$ cat src/verilog/asc_pkg.sv
// Purpose: Shared constants and types of the autorange sensitivity controller.
// Assumes: 25 MHz reference clock; counts are display magnitudes in digits.
// Notes: Register offsets are Avalon word addresses.
package asc_pkg;

  // Sensitivity decades, most sensitive first
  typedef enum logic [2:0] {
    RNG_10MV  = 3'h0,
    RNG_100MV = 3'h1,
    RNG_1V    = 3'h2,
    RNG_10V   = 3'h3,
    RNG_100V  = 3'h4
  } asc_range_e;

  typedef enum logic [1:0] {
    FN_VOLT    = 2'h0,
    FN_OHMS    = 2'h1,
    FN_COULOMB = 2'h2,
    FN_AMPERE  = 2'h3
  } asc_func_e;

  typedef enum logic {
    ST_TRACK  = 1'b0,
    ST_SETTLE = 1'b1
  } asc_state_e;

  // Selector position that hands over to auto or remote ranging
  localparam logic [2:0] SEL_AUTO_POS = 3'h5;
  localparam asc_range_e RANGE_TOP = RNG_100V;
  localparam asc_range_e RANGE_BOTTOM = RNG_10MV;
  localparam asc_range_e RANGE_RST = RNG_100V;

  // Display thresholds in counts
  localparam logic [11:0] CNT_DOWN_THRESH = 12'h0B4;
  localparam logic [11:0] CNT_FULL = 12'h7CF;
  localparam logic [11:0] CNT_WRAP_BASE = 12'h7D0;
  localparam logic [11:0] CNT_WRAP_MAX = 12'h7E1;
  localparam logic [11:0] CNT_WRAP_HOLD = 12'h011;

  // Ranges available per function
  localparam logic [3:0] OHMS_RANGES = 4'h8;
  localparam logic [3:0] COULOMB_RANGES = 4'h4;
  localparam logic [3:0] AMPERE_RANGES = 4'hB;
  localparam logic [3:0] AMPERE_HOT_RANGES = 4'h4;

  // Blink timing
  localparam int CLK_HZ = 25000000;
  localparam int BLINK_HALF_MS = 250;
  localparam int BLINK_CYCLES = (CLK_HZ / 1000) * BLINK_HALF_MS;
  localparam logic [1:0] SETTLE_READS_RST = 2'h1;

  // Register word offsets
  localparam logic [2:0] REG_CTRL = 3'h0;
  localparam logic [2:0] REG_STATUS = 3'h1;
  localparam logic [2:0] REG_IRQ_STAT = 3'h2;
  localparam logic [2:0] REG_IRQ_CLR = 3'h3;
  localparam logic [2:0] REG_IRQ_EN = 3'h4;
  localparam logic [2:0] REG_READING = 3'h5;

  // Field positions
  localparam int CTRL_HOLD_BIT = 0;
  localparam int IRQ_W = 5;
  localparam int EV_UP = 0;
  localparam int EV_DOWN = 1;
  localparam int EV_OVERVOLT = 2;
  localparam int EV_HOT_CURRENT = 3;
  localparam int EV_BAD_RANGE = 4;
  localparam logic [IRQ_W-1:0] IRQ_EN_RST = 5'h00;

endpackage

$ cat src/verilog/asc_sel_if.sv
// Purpose: Decoded selector and remote programming state.
// Assumes: Driven by the selector decoder, read by the ranging core.
// Notes: All members come from flip-flops in the decoder.
`timescale 1ns/1ns
`default_nettype none
interface asc_sel_if;
  import asc_pkg::*;
  logic auto_sel;
  asc_range_e manual_range;
  logic remote_active;
  asc_range_e remote_range;
  modport src (output auto_sel, output manual_range, output remote_active, output remote_range);
  modport dst (input auto_sel, input manual_range, input remote_active, input remote_range);
endinterface
`default_nettype wire

$ cat src/verilog/asc_core.sv
// Purpose: Autorange sensitivity controller for a 3-1/2 digit reading.
// Assumes: reading_valid pulses once per conversion with its magnitude count.
// Notes: Avalon-MM slave answers one cycle after a request.
// Behaviour
// - Overrange in auto steps to less sensitive
// - Blank three low digits while changing
// - Top range overvolt keeps reading and blinks
// - Top range wraps, beyond limit shows 17
// - Below 180 counts steps to more sensitive
// - Selector: five fixed ranges plus auto
// - Remote code maps to five ranges
// - Override low forces remote, open returns auto
// - Remote applies only at auto position
// - Four functions with 8/4/11 ranges
//
// Register access over Avalon-MM and the placing of the registers are this design's own decisions.
`timescale 1ns/1ns
`default_nettype none
module asc_core
  import asc_pkg::*;
#(
  parameter int BLINK_TICK = BLINK_CYCLES,
  parameter logic [1:0] SETTLE_READS = SETTLE_READS_RST
) (
  // Clock and reset
  input wire logic ref_clk,
  input wire logic rst_b,
  // Converter reading
  input wire logic reading_valid,
  input wire logic [11:0] reading_count,
  // Front panel and remote lines
  input wire logic [2:0] sens_selector,
  input wire logic [5:0] function_range_selector,
  input wire logic remote_override_line,
  input wire logic remote_code_weight4,
  input wire logic remote_code_weight2,
  input wire logic remote_code_weight1,
  // Display
  output logic [2:0] sens_range,
  output logic [10:0] disp_count,
  output logic low_digits_on,
  output logic overvolt,
  output logic range_changing,
  // Avalon-MM slave
  input wire logic [2:0] avs_address,
  input wire logic avs_read,
  input wire logic avs_write,
  input wire logic [31:0] avs_writedata,
  input wire logic [3:0] avs_byteenable,
  output logic [31:0] avs_readdata,
  output logic avs_waitrequest,
  // Interrupt
  output logic irq
);
  asc_sel_if sel ();
  asc_range_e range;
  asc_range_e next_range;
  asc_state_e state;
  asc_state_e next_state;
  logic [1:0] settle_left;
  logic hold;
  logic blink_tick;
  logic blink_phase;
  logic auto_active;
  logic over_full;
  logic under_thresh;
  logic hot_current;
  logic bad_range;
  logic hot_q;
  logic bad_q;
  logic overvolt_q;
  logic [IRQ_W-1:0] events;
  logic [IRQ_W-1:0] irq_stat;
  logic [IRQ_W-1:0] irq_en;
  logic [IRQ_W-1:0] irq_clr;
  logic bus_req;
  logic bus_take;
  asc_func_e func;
  logic [3:0] func_range;

  asc_sel_decode u_decode (
    .ref_clk(ref_clk),
    .rst_b(rst_b),
    .sens_selector(sens_selector),
    .remote_override_line(remote_override_line),
    .remote_code_weight4(remote_code_weight4),
    .remote_code_weight2(remote_code_weight2),
    .remote_code_weight1(remote_code_weight1),
    .sel(sel)
  );

  asc_tick #(
    .CYCLES(BLINK_TICK)
  ) u_blink (
    .ref_clk(ref_clk),
    .rst_b(rst_b),
    .tick(blink_tick)
  );

  assign func = asc_func_e'(function_range_selector[5:4]);
  assign func_range = function_range_selector[3:0];
  assign over_full = reading_count > CNT_FULL;
  assign under_thresh = reading_count < CNT_DOWN_THRESH;
  // Remote only counts while the selector stands at auto
  assign auto_active = sel.auto_sel && !sel.remote_active && !hold;

  // Range selection
  always_comb begin
    next_range = range;
    if (!sel.auto_sel) begin
      next_range = sel.manual_range;
    end else if (sel.remote_active) begin
      next_range = sel.remote_range;
    end else if (auto_active && state == ST_TRACK && reading_valid) begin
      if (over_full && range != RANGE_TOP) begin
        next_range = asc_range_e'(range + 3'h1);
      end else if (under_thresh && range != RANGE_BOTTOM) begin
        next_range = asc_range_e'(range - 3'h1);
      end
    end
  end

  always_comb begin
    next_state = state;
    if (next_range != range) begin
      next_state = ST_SETTLE;
    end else if (state == ST_SETTLE && reading_valid && settle_left <= 2'h1) begin
      next_state = ST_TRACK;
    end
  end

  always_ff @(posedge ref_clk or negedge rst_b) begin
    if (!rst_b) begin
      range <= RANGE_RST;
      state <= ST_TRACK;
      settle_left <= 2'h0;
    end else begin
      range <= next_range;
      state <= next_state;
      if (next_range != range) begin
        settle_left <= SETTLE_READS;
      end else if (state == ST_SETTLE && reading_valid && settle_left != 2'h0) begin
        settle_left <= settle_left - 2'h1;
      end
    end
  end

  // Display value and top range wrap
  always_ff @(posedge ref_clk or negedge rst_b) begin
    if (!rst_b) begin
      disp_count <= 11'h000;
      overvolt <= 1'b0;
    end else if (reading_valid) begin
      if (!over_full) begin
        disp_count <= reading_count[10:0];
        overvolt <= 1'b0;
      end else if (range == RANGE_TOP) begin
        overvolt <= 1'b1;
        if (reading_count > CNT_WRAP_MAX) begin
          disp_count <= CNT_WRAP_HOLD[10:0];
        end else begin
          disp_count <= 11'(reading_count - CNT_WRAP_BASE);
        end
      end else begin
        disp_count <= CNT_FULL[10:0];
        overvolt <= 1'b0;
      end
    end
  end

  // Blanking and blinking of the three low digits
  always_ff @(posedge ref_clk or negedge rst_b) begin
    if (!rst_b) begin
      blink_phase <= 1'b0;
    end else if (!overvolt) begin
      blink_phase <= 1'b0;
    end else if (blink_tick) begin
      blink_phase <= !blink_phase;
    end
  end

  always_ff @(posedge ref_clk or negedge rst_b) begin
    if (!rst_b) begin
      low_digits_on <= 1'b0;
      range_changing <= 1'b0;
      sens_range <= RANGE_RST;
    end else begin
      low_digits_on <= (next_state == ST_TRACK) && !(overvolt && blink_phase);
      range_changing <= (next_state == ST_SETTLE);
      sens_range <= next_range;
    end
  end

  // Function and range checks
  always_comb begin
    bad_range = 1'b0;
    unique case (func)
      FN_VOLT: bad_range = 1'b0;
      FN_OHMS: bad_range = func_range >= OHMS_RANGES;
      FN_COULOMB: bad_range = func_range >= COULOMB_RANGES;
      FN_AMPERE: bad_range = func_range >= AMPERE_RANGES;
    endcase
  end
  // Warn only; resistor heating is the operator's concern
  assign hot_current = func == FN_AMPERE && func_range < AMPERE_HOT_RANGES && range >= RNG_10V;

  always_ff @(posedge ref_clk or negedge rst_b) begin
    if (!rst_b) begin
      hot_q <= 1'b0;
      bad_q <= 1'b0;
      overvolt_q <= 1'b0;
    end else begin
      hot_q <= hot_current;
      bad_q <= bad_range;
      overvolt_q <= overvolt;
    end
  end

  always_comb begin
    events = '0;
    events[EV_UP] = next_range > range;
    events[EV_DOWN] = next_range < range;
    events[EV_OVERVOLT] = overvolt && !overvolt_q;
    events[EV_HOT_CURRENT] = hot_current && !hot_q;
    events[EV_BAD_RANGE] = bad_range && !bad_q;
  end

  // Avalon slave: one wait cycle, then the answer
  assign bus_req = avs_read || avs_write;
  assign bus_take = bus_req && !avs_waitrequest;

  always_ff @(posedge ref_clk or negedge rst_b) begin
    if (!rst_b) begin
      avs_waitrequest <= 1'b1;
    end else begin
      avs_waitrequest <= !(bus_req && avs_waitrequest);
    end
  end

  always_comb begin
    irq_clr = '0;
    if (bus_take && avs_write && avs_address == REG_IRQ_CLR && avs_byteenable[0]) begin
      irq_clr = avs_writedata[IRQ_W-1:0];
    end
  end

  always_ff @(posedge ref_clk or negedge rst_b) begin
    if (!rst_b) begin
      hold <= 1'b0;
      irq_en <= IRQ_EN_RST;
    end else if (bus_take && avs_write && avs_byteenable[0]) begin
      if (avs_address == REG_CTRL) begin
        hold <= avs_writedata[CTRL_HOLD_BIT];
      end
      if (avs_address == REG_IRQ_EN) begin
        irq_en <= avs_writedata[IRQ_W-1:0];
      end
    end
  end

  // New events win over a clear in the same cycle
  always_ff @(posedge ref_clk or negedge rst_b) begin
    if (!rst_b) begin
      irq_stat <= '0;
      irq <= 1'b0;
    end else begin
      irq_stat <= (irq_stat & ~irq_clr) | events;
      irq <= |(((irq_stat & ~irq_clr) | events) & irq_en);
    end
  end

  always_ff @(posedge ref_clk or negedge rst_b) begin
    if (!rst_b) begin
      avs_readdata <= 32'h0;
    end else if (bus_req && avs_waitrequest) begin
      unique case (avs_address)
        REG_CTRL: avs_readdata <= {31'h0, hold};
        REG_STATUS: avs_readdata <= {23'h0, bad_range, hot_current, overvolt, state == ST_SETTLE,
                                     sel.remote_active, sel.auto_sel, range};
        REG_IRQ_STAT: avs_readdata <= {27'h0, irq_stat};
        REG_IRQ_EN: avs_readdata <= {27'h0, irq_en};
        REG_READING: avs_readdata <= {21'h0, disp_count};
        default: avs_readdata <= 32'h0;
      endcase
    end
  end

  // Checks
  AST_UPRANGE: assert property (@(posedge ref_clk) disable iff (!rst_b)
    auto_active && state == ST_TRACK && reading_valid && over_full && range != RANGE_TOP
    |=> range == asc_range_e'($past(range) + 3'h1))
    else $error("auto up-range missed");

  AST_DOWNRANGE: assert property (@(posedge ref_clk) disable iff (!rst_b)
    auto_active && state == ST_TRACK && reading_valid && under_thresh && range != RANGE_BOTTOM
    |=> range == asc_range_e'($past(range) - 3'h1))
    else $error("auto down-range missed");

  AST_BLANK: assert property (@(posedge ref_clk) disable iff (!rst_b)
    next_range != range |=> range_changing && !low_digits_on)
    else $error("low digits shown during range change");

  AST_OVERVOLT: assert property (@(posedge ref_clk) disable iff (!rst_b)
    reading_valid && range == RANGE_TOP && over_full |=> overvolt)
    else $error("top range overvoltage not flagged");

  AST_WRAP: assert property (@(posedge ref_clk) disable iff (!rst_b)
    reading_valid && range == RANGE_TOP && reading_count > CNT_WRAP_MAX
    |=> disp_count == CNT_WRAP_HOLD[10:0])
    else $error("wrap beyond limit not held");

  AST_MANUAL: assert property (@(posedge ref_clk) disable iff (!rst_b)
    !sel.auto_sel |=> range == $past(sel.manual_range))
    else $error("manual sensitivity not applied");

  AST_REMOTE: assert property (@(posedge ref_clk) disable iff (!rst_b)
    sel.auto_sel && sel.remote_active |=> range == $past(sel.remote_range))
    else $error("remote sensitivity not applied");

  AST_SATURATE: assert property (@(posedge ref_clk) disable iff (!rst_b)
    auto_active && reading_valid && over_full && range == RANGE_TOP
    |=> range == RANGE_TOP)
    else $error("auto ranging stepped past the top");

  AST_FLOOR: assert property (@(posedge ref_clk) disable iff (!rst_b)
    auto_active && reading_valid && under_thresh && range == RANGE_BOTTOM
    |=> range == RANGE_BOTTOM)
    else $error("auto ranging stepped past the bottom");

  AST_BUS: assert property (@(posedge ref_clk) disable iff (!rst_b)
    bus_req && avs_waitrequest |=> !avs_waitrequest ##1 avs_waitrequest)
    else $error("bus answer not one cycle wide");

  AST_IRQ_SET: assert property (@(posedge ref_clk) disable iff (!rst_b)
    |(events & irq_en) |=> irq)
    else $error("enabled event did not raise interrupt");
endmodule
`default_nettype wire

$ cat src/verilog/asc_tick.sv
// Purpose: One-cycle enable pulse every CYCLES clocks.
// Assumes: CYCLES at least 1.
// Notes: Drives the overvoltage blink phase.
`timescale 1ns/1ns
`default_nettype none
module asc_tick #(
  parameter int CYCLES = 6250000
) (
  // Clock and reset
  input wire logic ref_clk,
  input wire logic rst_b,
  // Pulse
  output logic tick
);
  logic [31:0] count;

  always_ff @(posedge ref_clk or negedge rst_b) begin
    if (!rst_b) begin
      count <= 32'h0;
      tick <= 1'b0;
    end else if (count >= 32'(CYCLES - 1)) begin
      count <= 32'h0;
      tick <= 1'b1;
    end else begin
      count <= count + 32'h1;
      tick <= 1'b0;
    end
  end
endmodule
`default_nettype wire

$ cat src/verilog/asc_sel_decode.sv
// Purpose: Decodes the sensitivity selector and the remote control lines.
// Assumes: Selector and remote lines synchronous to ref_clk.
// Notes: Unlisted remote codes fall back to automatic ranging.
`timescale 1ns/1ns
`default_nettype none
module asc_sel_decode
  import asc_pkg::*;
(
  // Clock and reset
  input wire logic ref_clk,
  input wire logic rst_b,
  // Front selector and remote lines
  input wire logic [2:0] sens_selector,
  input wire logic remote_override_line,
  input wire logic remote_code_weight4,
  input wire logic remote_code_weight2,
  input wire logic remote_code_weight1,
  // Decoded state
  asc_sel_if.src sel
);
  logic next_valid;
  asc_range_e next_remote;

  always_comb begin
    next_valid = 1'b1;
    unique case ({remote_code_weight4, remote_code_weight2, remote_code_weight1})
      3'h0: next_remote = RNG_10MV;
      3'h4: next_remote = RNG_100MV;
      3'h5: next_remote = RNG_1V;
      3'h6: next_remote = RNG_10V;
      3'h7: next_remote = RNG_100V;
      default: begin
        next_remote = RNG_10MV;
        next_valid = 1'b0;
      end
    endcase
  end

  always_ff @(posedge ref_clk or negedge rst_b) begin
    if (!rst_b) begin
      sel.auto_sel <= 1'b1;
      sel.manual_range <= RANGE_RST;
      sel.remote_active <= 1'b0;
      sel.remote_range <= RANGE_RST;
    end else begin
      sel.auto_sel <= (sens_selector >= SEL_AUTO_POS);
      // Positions count down from 100 V to 10 mV
      sel.manual_range <= (sens_selector < SEL_AUTO_POS) ? asc_range_e'(3'h4 - sens_selector) : RANGE_RST;
      // Low line overrides; open reads high and returns to auto
      sel.remote_active <= !remote_override_line && next_valid;
      sel.remote_range <= next_remote;
    end
  end

  AST_REMOTE_OPEN: assert property (@(posedge ref_clk) disable iff (!rst_b)
    remote_override_line |=> !sel.remote_active)
    else $error("open override line left remote control active");
endmodule
`default_nettype wire

$ cat config.mk
export PLATFORM = sky130hd
export DESIGN_NAME = asc_core
export DESIGN_NICKNAME = d
export VERILOG_FILES = /design/src/verilog/asc_pkg.sv /design/src/verilog/asc_sel_if.sv /design/src/verilog/asc_core.sv /design/src/verilog/asc_tick.sv /design/src/verilog/asc_sel_decode.sv
export SDC_FILE = /design/constraint.sdc
export NUM_CORES = 1
export LEC_CHECK = 0
export ABC_AREA = 1
export BUFFER_PORTS_ARGS = -buffer_cell sky130_fd_sc_hd__buf_2
export CORE_MARGIN = 2
export CORE_UTILIZATION = 41
export CTS_CLUSTER_SIZE = 16
export DETAILED_ROUTE_END_ITERATION = 6
export PLACE_DENSITY = 0.61
export SYNTH_ARGS = -nofsm -noshare
export SYNTH_HDL_FRONTEND = slang
export SYNTH_HIERARCHICAL = 1
export SYNTH_SLANG_ARGS = --single-unit
$ cat constraint.sdc
create_clock -name ref_clk -period 3.2 [get_ports ref_clk]
set_clock_uncertainty 0.15 [all_clocks]
set_input_delay 0 -clock ref_clk [delete_from_list [all_inputs] [get_ports ref_clk]]
set_output_delay 0 -clock ref_clk [all_outputs]
set_load 0.02 [all_outputs]
After elaboration in Yosys (flattened, before gate mapping) --
Cells that the tools add are included.
Storage, ports and cells: register bits after elaboration 109, input bits 69, output and inout bits 51, word-level logic and storage cells 132
Cells by class: $add $sub $neg 6, magnitude comparators 14, eq/ne operators 16, muxes and demuxes 24, bitwise logic cells 6, reduce and logical (&&, ||, !) cells 44
Operators with widths (number):
- $pmux 11 s5 | 1
- $mux 11 | 3
- $add 32x1->32 const B | 1
- $ge 32x23->1 const B | 1
- $mux 32 | 1
- $gt 12x11->1 const B | 2
- $logic_and 1x1->1 | 23
- $eq 3x3->1 const B | 7
- $mux 3 | 6
- $lt 12x8->1 const B | 1
- $pmux 3 s4 | 1
- $sub 11x11->11 const B | 1
- $and 5x5->5 | 2
- $logic_not 1->1 | 10
- $reduce_or 5->1 | 2
- $ge 4x4->1 const B | 2
- $mux 1 | 8
- $eq 3x2->1 const B | 2
- $logic_not 3->1 | 2
- $mux 5 | 1
- $not 5->5 | 1
- $or 5x5->5 | 1
- $eq 2x2->1 const B | 2
- $ge 4x3->1 const B | 1
- 24 further kinds | 28

Depth between registers and ports, before layout --
Gate-level depths: netlist of run 1.
word-level depth 12, depth in mapped cells 19, mapped depth without buffers 19

By module --
Netlist of run 1, hierarchy kept.
By module, submodules not included:
- asc_core | instances 1, cells each 356, area an instance 2826.5 um^2, sequential area each 1178.6 um^2
- asc_tick | instances 1, cells each 209, area an instance 1636.6 um^2, sequential area each 825.8 um^2
- asc_sel_decode | instances 1, cells each 36, area an instance 332.8 um^2, sequential area each 203.9 um^2

Worst setup path after synthesis of run 1 --
Ideal clock, no wire load.
path type reg-to-reg, start register sens_range[0] (netlist name), end register irq, library setup time 0.127 ns, arrival 2.410 ns, required time 2.923 ns, slack 0.513 ns, stages on the path, launching flop included 18, path buffers 0, clock period less this slack 2.687 ns, cells stage by stage dfrtp_1 -> inv_1 -> ha_1 -> nand2_1 -> nand3_2 -> nor2_2 -> nor2_1 -> nand2_1 -> nand2_1 -> a21oi_2 -> ha_1 -> a21oi_1 -> o21ai_0 -> nand2_1 -> nand2_1 -> nand2_1 -> nand3_1 -> nand3b_1
RTL lines:
- to (signal assigned) | line asc_core.sv:268 | irq <= |(((irq_stat & ~irq_clr) | events) & irq_en);
- to (decl) | line asc_core.sv:53 | output logic irq

==> results of run 1 <==
flip-flops by register name, indices dropped and copies added (netlist names):
name and count:
settle_left 2, low_digits_on 1, irq 1, u_blink/tick 1
range_changing 1, overvolt_q 1, hold 1, sens_range 3
hot_q 1, overvolt 1, u_decode/sel.manual_range 3, u_decode/sel.remote_range 3
irq_stat 5, blink_phase 1, disp_count 11, avs_waitrequest 1
irq_en 5, u_blink/count 32, u_decode/sel.auto_sel 1, avs_readdata 11
bad_q 1, u_decode/sel.remote_active 1
kinds of logic (layout without fill, tap and decap cells):
group,after synthesis,after routing,share of synthesized area
flops,88,88,0.460
buf+inv,93,203,0.0937
other cells,2,30,0.00157
simple gates,312,312,0.285
fa+ha+maj,16,16,0.0417
compound gates,75,75,0.0903
xor+xnor,15,15,0.0274
worst min-delay path: stages:
cell and delay (ps):
buf_2 100, nand2_1 60, nor2_2 60, nand3_2 90, o21ai_0 80, nand2_1 90
repair_timing:
item | in CTS | in global routing
hold endpoints to repair | 117 | 0
buffers inserted | 0 | 0
hold buffers | 50 | 0
final cells by class:
cell class	count	area, um^2
multi-input combinational	448	2240
tap	143	179
fill	1086	5370
clock inverter	6	75.1
timing repair buffer	120	858
clock buffer	10	229
inverter	67	254
sequential	88	2210
worst max path at each step:
stage	endpoint	slack [ps]
final	disp_count[7]	340
after detailed placement	irq	390
after floorplan	irq	510
after global routing	irq	110
after CTS	disp_count[7]	370
after global placement	irq	460
per-layer routing:
metal	up-vias	share of wire	track usage
li1	2126	-	-
met5	-	0	0
met2	109	0.45	0.291
met3	14	0.051	0.0410
met1	1941	0.48	0.277
met4	0	0.017	0.0683
power by group through the flow:
stage	Sequential, mW	Combinational (mW)	Clock, mW
CTS	1.28	0.565	1.11
global placement	1.30	0.491	0
floorplan	1.35	0.274	0
finish	1.28	0.566	1.08
global route	1.29	0.631	1.17
detailed placement	1.30	0.499	0
synthesized netlist by cell type, types with 6 or more instances:
cell     instances
a21oi_1         21
xnor2_1          6
nor2_1          89
dfrtp_1         83
buf_4           22
nor2_2           6
nand3_1         26
o21ai_0         26
ha_1            16
nand2_1        157
xor2_1           9
nor3_1           7
nand4_1          6
inv_1           58
o21ai_1          9
inv_2            7
==> summary.md, run 1 <==
### Clock network
- **Worst-path clk slew** 70 ps
- **CTS buffer count** 9
- **CTS Buffer Depth** 2
- **TritonCTS clock tree** built
- **Post-CTS Resized** 0
- **clock sinks** 88
- **clock insertion delay at the later pin of the skew report** 350 ps
- **H-tree depth** 3
- **clk root buf** clkbuf_16

### STA
- **final number of setup-violating endpoints** 0
- **Slew Viols, Final** 0
- **Peak Freq** 0.350 GHz
- **worst hold margin** 21.7 ps
- **unrepaired setup endpoints after global routing** no
- **remaining max-slew budget at the tightest pin** 0.271
- **period utilization** 0.894
- **Tightest Pin Transition** 1090 ps
- **setup TNS** 0 ps
- **final hold viol count** 0
- **Min Clock Period, post-route** 2860 ps
- **final setup margin** 340 ps

### Worst setup path
- **number of stages on the worst setup path** 9
- **cell with the largest stage delay on the worst path** dlygate4sd3_1
- **data arrival time at the worst-slack endpoint** 2940 ps
- **Crit. Startpoint** sens_range[1]
- **capturing point of the worst reg2reg path** disp_count[7]
- **flop2flop setup slack** 340 ps
- **Startpoint Class** flop
- **depth of the worst register-to-register path** 9
- **largest stage delay on the critical path** 570 ps
- **cell class contributing the biggest share of worst-path delay** buffers and inverters
- **combined buffer and inverter count along the critical path** 3
- **startpoint of the worst register-to-register path** sens_range[1]
- **required time worst endpoint** 3280 ps
- **CP max FO** 6
- **Setup Crit Path Kind** reg -> reg
- **Top cell by count, worst path** dlygate4sd3_1
- **kind of end point of the critical path** flop
- **cell breakdown of the critical path** inv_1, ha_1, nand2_1, nor2_4, o21ai_2, o211ai_2, dlygate4sd3_1, o21ai_1, dlygate4sd3_1

### Yosys
- **count of mapped cells out of synthesis** 601
- **post-synthesis sequential element count** 88
- **post-synthesis cell type count** 41
- **portion of the post-synthesis area used by sequential elements** 0.460
- **leading cell types by total area after synthesis** dfrtp_1 43%, nand2_1 12%, nor2_1 7.0%
- **average cell area after synthesis** 7.98 um^2
- **yosys synthesis warning count** 6
- **portion of synthesized cell area occupied by the leading cell type** 0.433
- **Post-Syn Area** 0.00480 mm^2
- **cell taking the most area after synthesis** dfrtp_1
- **share of flip-flops with an asynchronous set or reset after synthesis** 1.00
- **EDFF count, synth** 0
- **predominant post-synthesis flop cell** dfrtp_1

### Routing
- **Vias** 4,190
- **post-route antenna net violation count** 0
- **drt first pass iters** 4
- **routed wire length per instance** 12.9 um
- **via/cell ratio** 4.75
- **WL final** 11.4 mm
- **final routed DRC violation total** 0
- **initial DRC count** 386

### Power and ir drop
- **clock share of power** 0.369
- **sequential share of power** 0.438
- **Comb power frac** 0.193
- **peak ir drop on the vdd network** 0.000315 V
- **switching power summed over all nets** 0.885 mW
- **net switching fraction of the power** 0.302
- **Power per Cell Area** 484 mW/mm^2
- **internal power component** 2.04 mW
- **Design Power** 2.93 mW
- **Leakage** 2.90 nW

### Worst hold path
- **start point of the worst hold path** avs_byteenable[0]
- **worst hold path class** in -> reg
- **Hold Crit Depth** 6
- **end point of the most critical hold path** irq_stat[1]

### GRT
- **first-pass GRT wire length** 19.5 mm
- **maximum number of pins on one net before global-route repair** 88
- **overall fraction of global-route tracks in use** 0.193
- **vias in the first global route** 4,098
- **initial antenna violation count** 0
- **aggregate global routing overflow** 0

### Finish
- **final instance area** 0.00605 mm^2
- **antenna cell count** 0
- **share of post-route cells with drive strength above 1** 0.172
- **final std cells w/o fill** 882
- **final cell utilization of the core** 0.530
- **area overhead of the layout relative to synthesis** 26.1%
- **final layout net count** 819
- **most common library cell in the layout ignoring fill and taps** nand2_1
- **commonest non-fill, non-tap cells in the layout** 157 x nand2_1, 89 x nor2_1, 83 x dfrtp_1

### Floorplan
- **Starting Density** 0.420
- **Die Y-Extent** 112 um
- **standard cell core area** 0.0114 mm^2
- **io pins** 120
- **horizontal die dimension** 112 um
- **number of standard-cell rows in the floorplan** 39
- **Total Die Area** 0.0126 mm^2

### Place
- **total of buffers placed on input and output ports** 68
- **pre-CTS worst setup slack** 387 ps
- **routability cong.** 0.924
- **number of placed cells counting well taps** 816
- **Cell Area, Placed** 0.00524 mm^2
- **sum of net half-perimeters after detailed placement** 8.14 mm

### Flow run
- **Max-Cap Viols** 0

### Outcome
- **outcome** completed

Power figures use the tool's default switching activity.
==> run 2, diff against run 1 <==
--- a/config.mk
+++ b/config.mk
@@ -9,6 +9,7 @@
 export BUFFER_PORTS_ARGS = -buffer_cell sky130_fd_sc_hd__buf_2
 export CORE_MARGIN = 2
 export CORE_UTILIZATION = 41
+export CTS_CLUSTER_DIAMETER = 120
 export CTS_CLUSTER_SIZE = 16
 export DETAILED_ROUTE_END_ITERATION = 6
 export PLACE_DENSITY = 0.61
==> constraint.sdc (replaced) <==
create_clock -name ref_clk -period 3.1 [get_ports ref_clk]
set_clock_uncertainty 0.15 [all_clocks]
set_input_delay 0 -clock ref_clk [delete_from_list [all_inputs] [get_ports ref_clk]]
set_output_delay 0 -clock ref_clk [all_outputs]
set_load 0.02 [all_outputs]
==> run 2 against run 1 <==
Final cell count shrank 0.45%. Die area is the same. Critical path depth is 5 higher. Worst setup slack lost 80 ps. Routed wire length grew 2.2%. Cell area shrank 1.1%. Combinational power is 3% higher. Via count up 1.9%. Power increased by 0.66%. Clock power decreased by 4%. Largest cell class unchanged. Largest power group unchanged.
==> summary.md, run 2 (synthesis results as in run 1) <==
### Place
- **sum of net half-perimeters after detailed placement** 8.50 mm
- **total of buffers placed on input and output ports** 68
- **routability cong.** 0.945
- **number of placed cells counting well taps** 819

### Worst hold path
- **worst hold path class** in -> reg
- **start point of the worst hold path** function_range_selector[5]

### Finish
- **Filler Cells Inserted** 1,088
- **Reg with most FFs** u_blink/count
- **final layout net count** 815
- **antenna cell count** 0
- **area overhead of the layout relative to synthesis** 24.8%
- **max FFs per register** 32
- **final cell utilization of the core** 0.524
- **most common library cell in the layout ignoring fill and taps** nand2_1
- **commonest non-fill, non-tap cells in the layout** 157 x nand2_1, 89 x nor2_1, 83 x dfrtp_1
- **final std cells w/o fill** 878
- **share of post-route cells with drive strength above 1** 0.180
- **biggest registers after layout** u_blink/count: 32 flops, avs_readdata: 11 flops, disp_count: 11 flops

### Clock network
- **postcts setup bufs** 0
- **clock insertion delay at the later pin of the skew report** 340 ps
- **clk root buf** clkbuf_16
- **CTS Buffer Depth** 2
- **CTS buffer count** 9
- **Worst-path clk slew** 70 ps
- **H-tree depth** 3
- **clock sinks** 88
- **TritonCTS clock tree** built

### Routing
- **final routed DRC violation total** 0
- **via/cell ratio** 4.86
- **initial DRC count** 352
- **drt first pass iters** 5
- **post-route antenna net violation count** 0
- **routed wire length per instance** 13.3 um
- **Vias** 4,271
- **WL final** 11.6 mm

### Floorplan
- **Die Y-Extent** 112 um
- **standard cell core area** 0.0114 mm^2
- **number of standard-cell rows in the floorplan** 39
- **horizontal die dimension** 112 um
- **Total Die Area** 0.0126 mm^2
- **io pins** 120
- **Starting Density** 0.420

### STA
- **remaining max-slew budget at the tightest pin** 0.362
- **period utilization** 0.916
- **Slew Viols, Final** 0
- **final number of setup-violating endpoints** 0
- **setup TNS** 0 ps
- **Peak Freq** 0.352 GHz
- **Min Clock Period, post-route** 2840 ps
- **Tightest Pin Transition** 950 ps
- **final hold viol count** 0
- **unrepaired setup endpoints after global routing** no

### Worst setup path
- **flop2flop setup slack** 260 ps
- **startpoint of the worst register-to-register path** sens_range[0]
- **required time worst endpoint** 3170 ps
- **largest stage delay on the critical path** 580 ps
- **kind of end point of the critical path** flop
- **Top cell by count, worst path** dlygate4sd3_1
- **cell class contributing the biggest share of worst-path delay** buffers and inverters
- **data arrival time at the worst-slack endpoint** 2920 ps
- **Setup Crit Path Kind** in -> reg
- **combined buffer and inverter count along the critical path** 5
- **Startpoint Class** primary input
- **CP max FO** 6
- **cell breakdown of the critical path** dlygate4sd3_1, buf_2, inv_1, ha_1, nor2_2, nand2_1, nand2_2, nand2_4, nor2_4, o21ai_2, o211ai_2, dlygate4sd3_1, o21ai_1, dlygate4sd3_1
- **cell with the largest stage delay on the worst path** dlygate4sd3_1
- **Crit. Startpoint** reading_count[4]

### Power and ir drop
- **Design Power** 2.95 mW
- **switching power summed over all nets** 0.924 mW
- **Comb power frac** 0.197
- **Leakage** 2.88 nW
- **Power per Cell Area** 493 mW/mm^2
- **internal power component** 2.02 mW
- **peak ir drop on the vdd network** 0.000282 V
- **sequential share of power** 0.449
- **clock share of power** 0.353
- **net switching fraction of the power** 0.314

### GRT
- **vias in the first global route** 4,022
- **maximum number of pins on one net before global-route repair** 60
- **initial antenna violation count** 0
- **first-pass GRT wire length** 19.2 mm
- **aggregate global routing overflow** 0
- **overall fraction of global-route tracks in use** 0.190

### Flow run
- **Max-Cap Viols** 0

### Outcome
- **outcome** completed

## run 2: repair_timing
| action | in CTS | in global routing |
|---|---|---|
| resized for setup | 0 | 2 |
| hold endpoints to repair | 89 | 0 |
| endpoints found under the setup margin | 0 | 1 |
| hold buffers | 43 | 0 |
## run 2: worst reg2reg max path, stage by stage, from the launching register on
cell and delay (ps):
dfrtp_1 380, inv_1 180, ha_1 210, nand2_1 180, nor2_4 250, o21ai_2 90, o211ai_2 70, dlygate4sd3_1 580
o21ai_1 70, dlygate4sd3_1 560
## run 2: per-layer routing
layer	up-vias	GRT usage	routed length, um
met3	22	0.0356	623
li1	2117	-	-
met5	-	0	0
met1	1995	0.269	5550
met2	137	0.291	5260
met4	0	0.0732	208
## run 2: power by group through the flow
stage | sequential [mW] | clock [mW] | combinational (mW)
2_1_floorplan | 1.39 | 0 | 0.283
3_3_place_gp | 1.34 | 0 | 0.512
3_5_place_dp | 1.34 | 0 | 0.524
4_1_cts | 1.32 | 1.07 | 0.580
5_1_grt | 1.33 | 1.13 | 0.643
6_report | 1.32 | 1.04 | 0.581
## run 2: through the flow
| step | cell area [um^2] | hold WS, ps | worst slack [ps] |
|---|---|---|---|
| after detailed placement | 5270 | -30.7 | 227 |
| after global placement | 5270 | -28.4 | 361 |
| after floorplan | 4900 | -446 | 413 |
| final | 5980 | 18.7 | 259 |
| after global routing | 5980 | 39.3 | 9.70 |
| after CTS | 5980 | 0.863 | 209 |
## run 2: cell type report
type	instances	area, um^2	share of cell area
clock buffer	9	225	0.0376
inverter	67	254	0.0425
clock inverter	7	62.6	0.0105
timing repair buffer	116	811	0.136
multi-input combinational	448	2240	0.375
tap	143	179	0.0299
sequential	88	2210	0.369
## run 2: final timing paths
check	to	cells past startpoint
max	disp_count[7]	14
min	hot_q	5
max reg2reg	disp_count[7]	9
min reg2reg	blink_phase	1
max in group asynchronous	avs_waitrequest	3
min in group asynchronous	u_decode/sel.remote_active	2
==> run 3, diff against run 2 <==
--- a/config.mk
+++ b/config.mk
@@ -8,11 +8,11 @@
 export ABC_AREA = 1
 export BUFFER_PORTS_ARGS = -buffer_cell sky130_fd_sc_hd__buf_2
 export CORE_MARGIN = 2
-export CORE_UTILIZATION = 41
+export CORE_UTILIZATION = 46
 export CTS_CLUSTER_DIAMETER = 120
 export CTS_CLUSTER_SIZE = 16
 export DETAILED_ROUTE_END_ITERATION = 6
-export PLACE_DENSITY = 0.61
+export PLACE_DENSITY = 0.75
 export SYNTH_ARGS = -nofsm -noshare
 export SYNTH_HDL_FRONTEND = slang
 export SYNTH_HIERARCHICAL = 1
==> constraint.sdc (replaced) <==
create_clock -name ref_clk -period 3.1 [get_ports ref_clk]
set_clock_uncertainty 0.15 [all_clocks]
set_input_delay 0 -clock ref_clk [delete_from_list [all_inputs] [get_ports ref_clk]]
set_output_delay 0 -clock ref_clk [all_outputs]
set_load 0.05 [all_outputs]
==> run 3 against run 2 <==
Critical path depth unchanged. Routed wire length increased by 0.21%. Register-to-register slack got worse by 30 ps. Core utilization grew 6.3 points. Power fell by 3.2%. Non-clock buffer count up 13. Critical path type unchanged. Sequential power about the same. Via count increased by 4.0%. Clock power is 27% lower. Worst hold slack worse by 6.1 ps. Global-route usage increased by 3.3 points.
==> summary.md, run 3 (synthesis results as in run 1) <==
### Place
- **routability cong.** 0.913
- **Cell Area, Placed** 0.00523 mm^2
- **sum of net half-perimeters after detailed placement** 7.91 mm
- **total of buffers placed on input and output ports** 68
- **number of placed cells counting well taps** 809

### GRT
- **overall fraction of global-route tracks in use** 0.223
- **initial antenna violation count** 0
- **first-pass GRT wire length** 20.0 mm
- **maximum number of pins on one net before global-route repair** 89
- **GR met2 Demand/Resource** 0.365
- **layer with the highest usage after global routing** met2
- **GR Layer Usage met1** 0.282
- **vias in the first global route** 4,441
- **aggregate global routing overflow** 0
- **fraction of met3 tracks used by global routing** 0.0448

### Finish
- **biggest registers after layout** u_blink/count: 32 flops, avs_readdata: 11 flops, disp_count: 11 flops
- **Filler Cells Inserted** 895
- **antenna cell count** 0
- **Reg with most FFs** u_blink/count
- **max FFs per register** 32
- **final layout net count** 828
- **area used by multi-input combinational logic** 0.00225 mm^2
- **share of post-route cells with drive strength above 1** 0.175
- **area overhead of the layout relative to synthesis** 25.3%
- **final instance area** 0.00601 mm^2
- **most common library cell in the layout ignoring fill and taps** nand2_1
- **commonest non-fill, non-tap cells in the layout** 156 x nand2_1, 89 x nor2_1, 83 x dfrtp_1
- **Storage cell area** 0.00221 mm^2
- **final std cells w/o fill** 884

### STA
- **period utilization** 0.936
- **Peak Freq** 0.344 GHz
- **remaining max-slew budget at the tightest pin** 0.285
- **Min Clock Period, post-route** 2900 ps
- **Tightest Pin Transition** 1070 ps
- **setup TNS** 0 ps
- **Slew Viols, Final** 0
- **final hold viol count** 0
- **final number of setup-violating endpoints** 0
- **unrepaired setup endpoints after global routing** no

### Floorplan
- **io pins** 120
- **horizontal die dimension** 106 um
- **Total Die Area** 0.0113 mm^2
- **number of standard-cell rows in the floorplan** 37
- **Die Y-Extent** 106 um
- **standard cell core area** 0.0102 mm^2
- **Starting Density** 0.469

### Routing
- **initial DRC count** 283
- **drt first pass iters** 5
- **Vias** 4,440
- **post-route antenna net violation count** 0
- **routed wire length per instance** 13.2 um
- **final routed DRC violation total** 0
- **WL final** 11.7 mm
- **via/cell ratio** 5.02

### Worst setup path
- **Setup Crit Path Kind** in -> reg
- **required time worst endpoint** 3200 ps
- **CP max FO** 6
- **data arrival time at the worst-slack endpoint** 3000 ps
- **kind of end point of the critical path** flop
- **flop2flop setup slack** 230 ps
- **Startpoint Class** primary input

### Clock network
- **clock insertion delay at the later pin of the skew report** 370 ps
- **clock sinks** 88
- **TritonCTS clock tree** built
- **CTS Buffer Depth** 2
- **H-tree depth** 3
- **clk root buf** clkbuf_8
- **CTS buffer count** 9
- **Worst-path clk slew** 100 ps

### Power and ir drop
- **Power per Cell Area** 475 mW/mm^2
- **Leakage** 2.88 nW
- **peak ir drop on the vdd network** 0.000248 V

### Worst hold path
- **worst hold path class** in -> reg

### Flow run
- **Max-Cap Viols** 0

### Outcome
- **outcome** completed

run 3: final timing paths:
check,start,to,cells after the start
min,avs_address[2],irq_stat[1],5
min reg2reg,u_blink/tick,blink_phase,1
max,reading_count[4],disp_count[7],14
max reg2reg,sens_range[1],disp_count[7],9
min in group asynchronous,rst_b,disp_count[5],2
max in group asynchronous,rst_b,irq_en[0],2
run 3: worst max-delay path, cell delays in order:
cell	delay, ps
dlygate4sd3_1	520
buf_2	130
inv_1	100
ha_1	220
nor2_2	100
nand2_1	60
nand2_2	100
nand2_4	100
nor2_4	220
o21ai_2	110
o211ai_2	80
dlygate4sd3_1	580
o21ai_1	70
dlygate4sd3_1	580
run 3: area by class of cell:
class / count / share of cell area
Multi-Input combinational cell: 448 / 0.374
Sequential cell: 88 / 0.367
Timing Repair Buffer: 129 / 0.157
Inverter: 67 / 0.0423
Tap cell: 136 / 0.0283
Clock buffer: 10 / 0.0229
Clock inverter: 6 / 0.00833
run 3: repair_timing:
item	CTS	global route
setup buffers	0	2
endpoints found under the setup margin	0	1
endpoints found under the hold margin	119	0
hold buffers	57	0
gates resized for setup	0	1
run 3: stage by stage:
| step | utilization | setup slack, ps | power [mW] | hold WS [ps] |
|---|---|---|---|---|
| 3_5_place_dp | 0.512 | 249 | 2.01 | 6.46 |
| 2_1_floorplan | - | 176 | 1.83 | -446 |
| 4_1_cts | 0.586 | 203 | 2.85 | 2.72 |
| 3_3_place_gp | 0.512 | 387 | 2.00 | 6.31 |
| 5_1_grt | 0.587 | 52.2 | 3.01 | 45.1 |
| 6_report | 0.587 | 197 | 2.85 | 12.6 |
run 3: power by group:
part | internal, mW | switching (mW) | total [mW]
Clock | 0.325 | 0.438 | 0.763
Sequential | 1.25 | 0.0730 | 1.32
Combinational | 0.240 | 0.531 | 0.771
Total | 1.81 | 1.04 | 2.85
run 3: layer usage:
layer | part of all wire | up-vias
met2 | 0.47 | 194
met3 | 0.068 | 43
li1 | - | 2147
met1 | 0.43 | 2056
met5 | 0 | -
met4 | 0.039 | 0
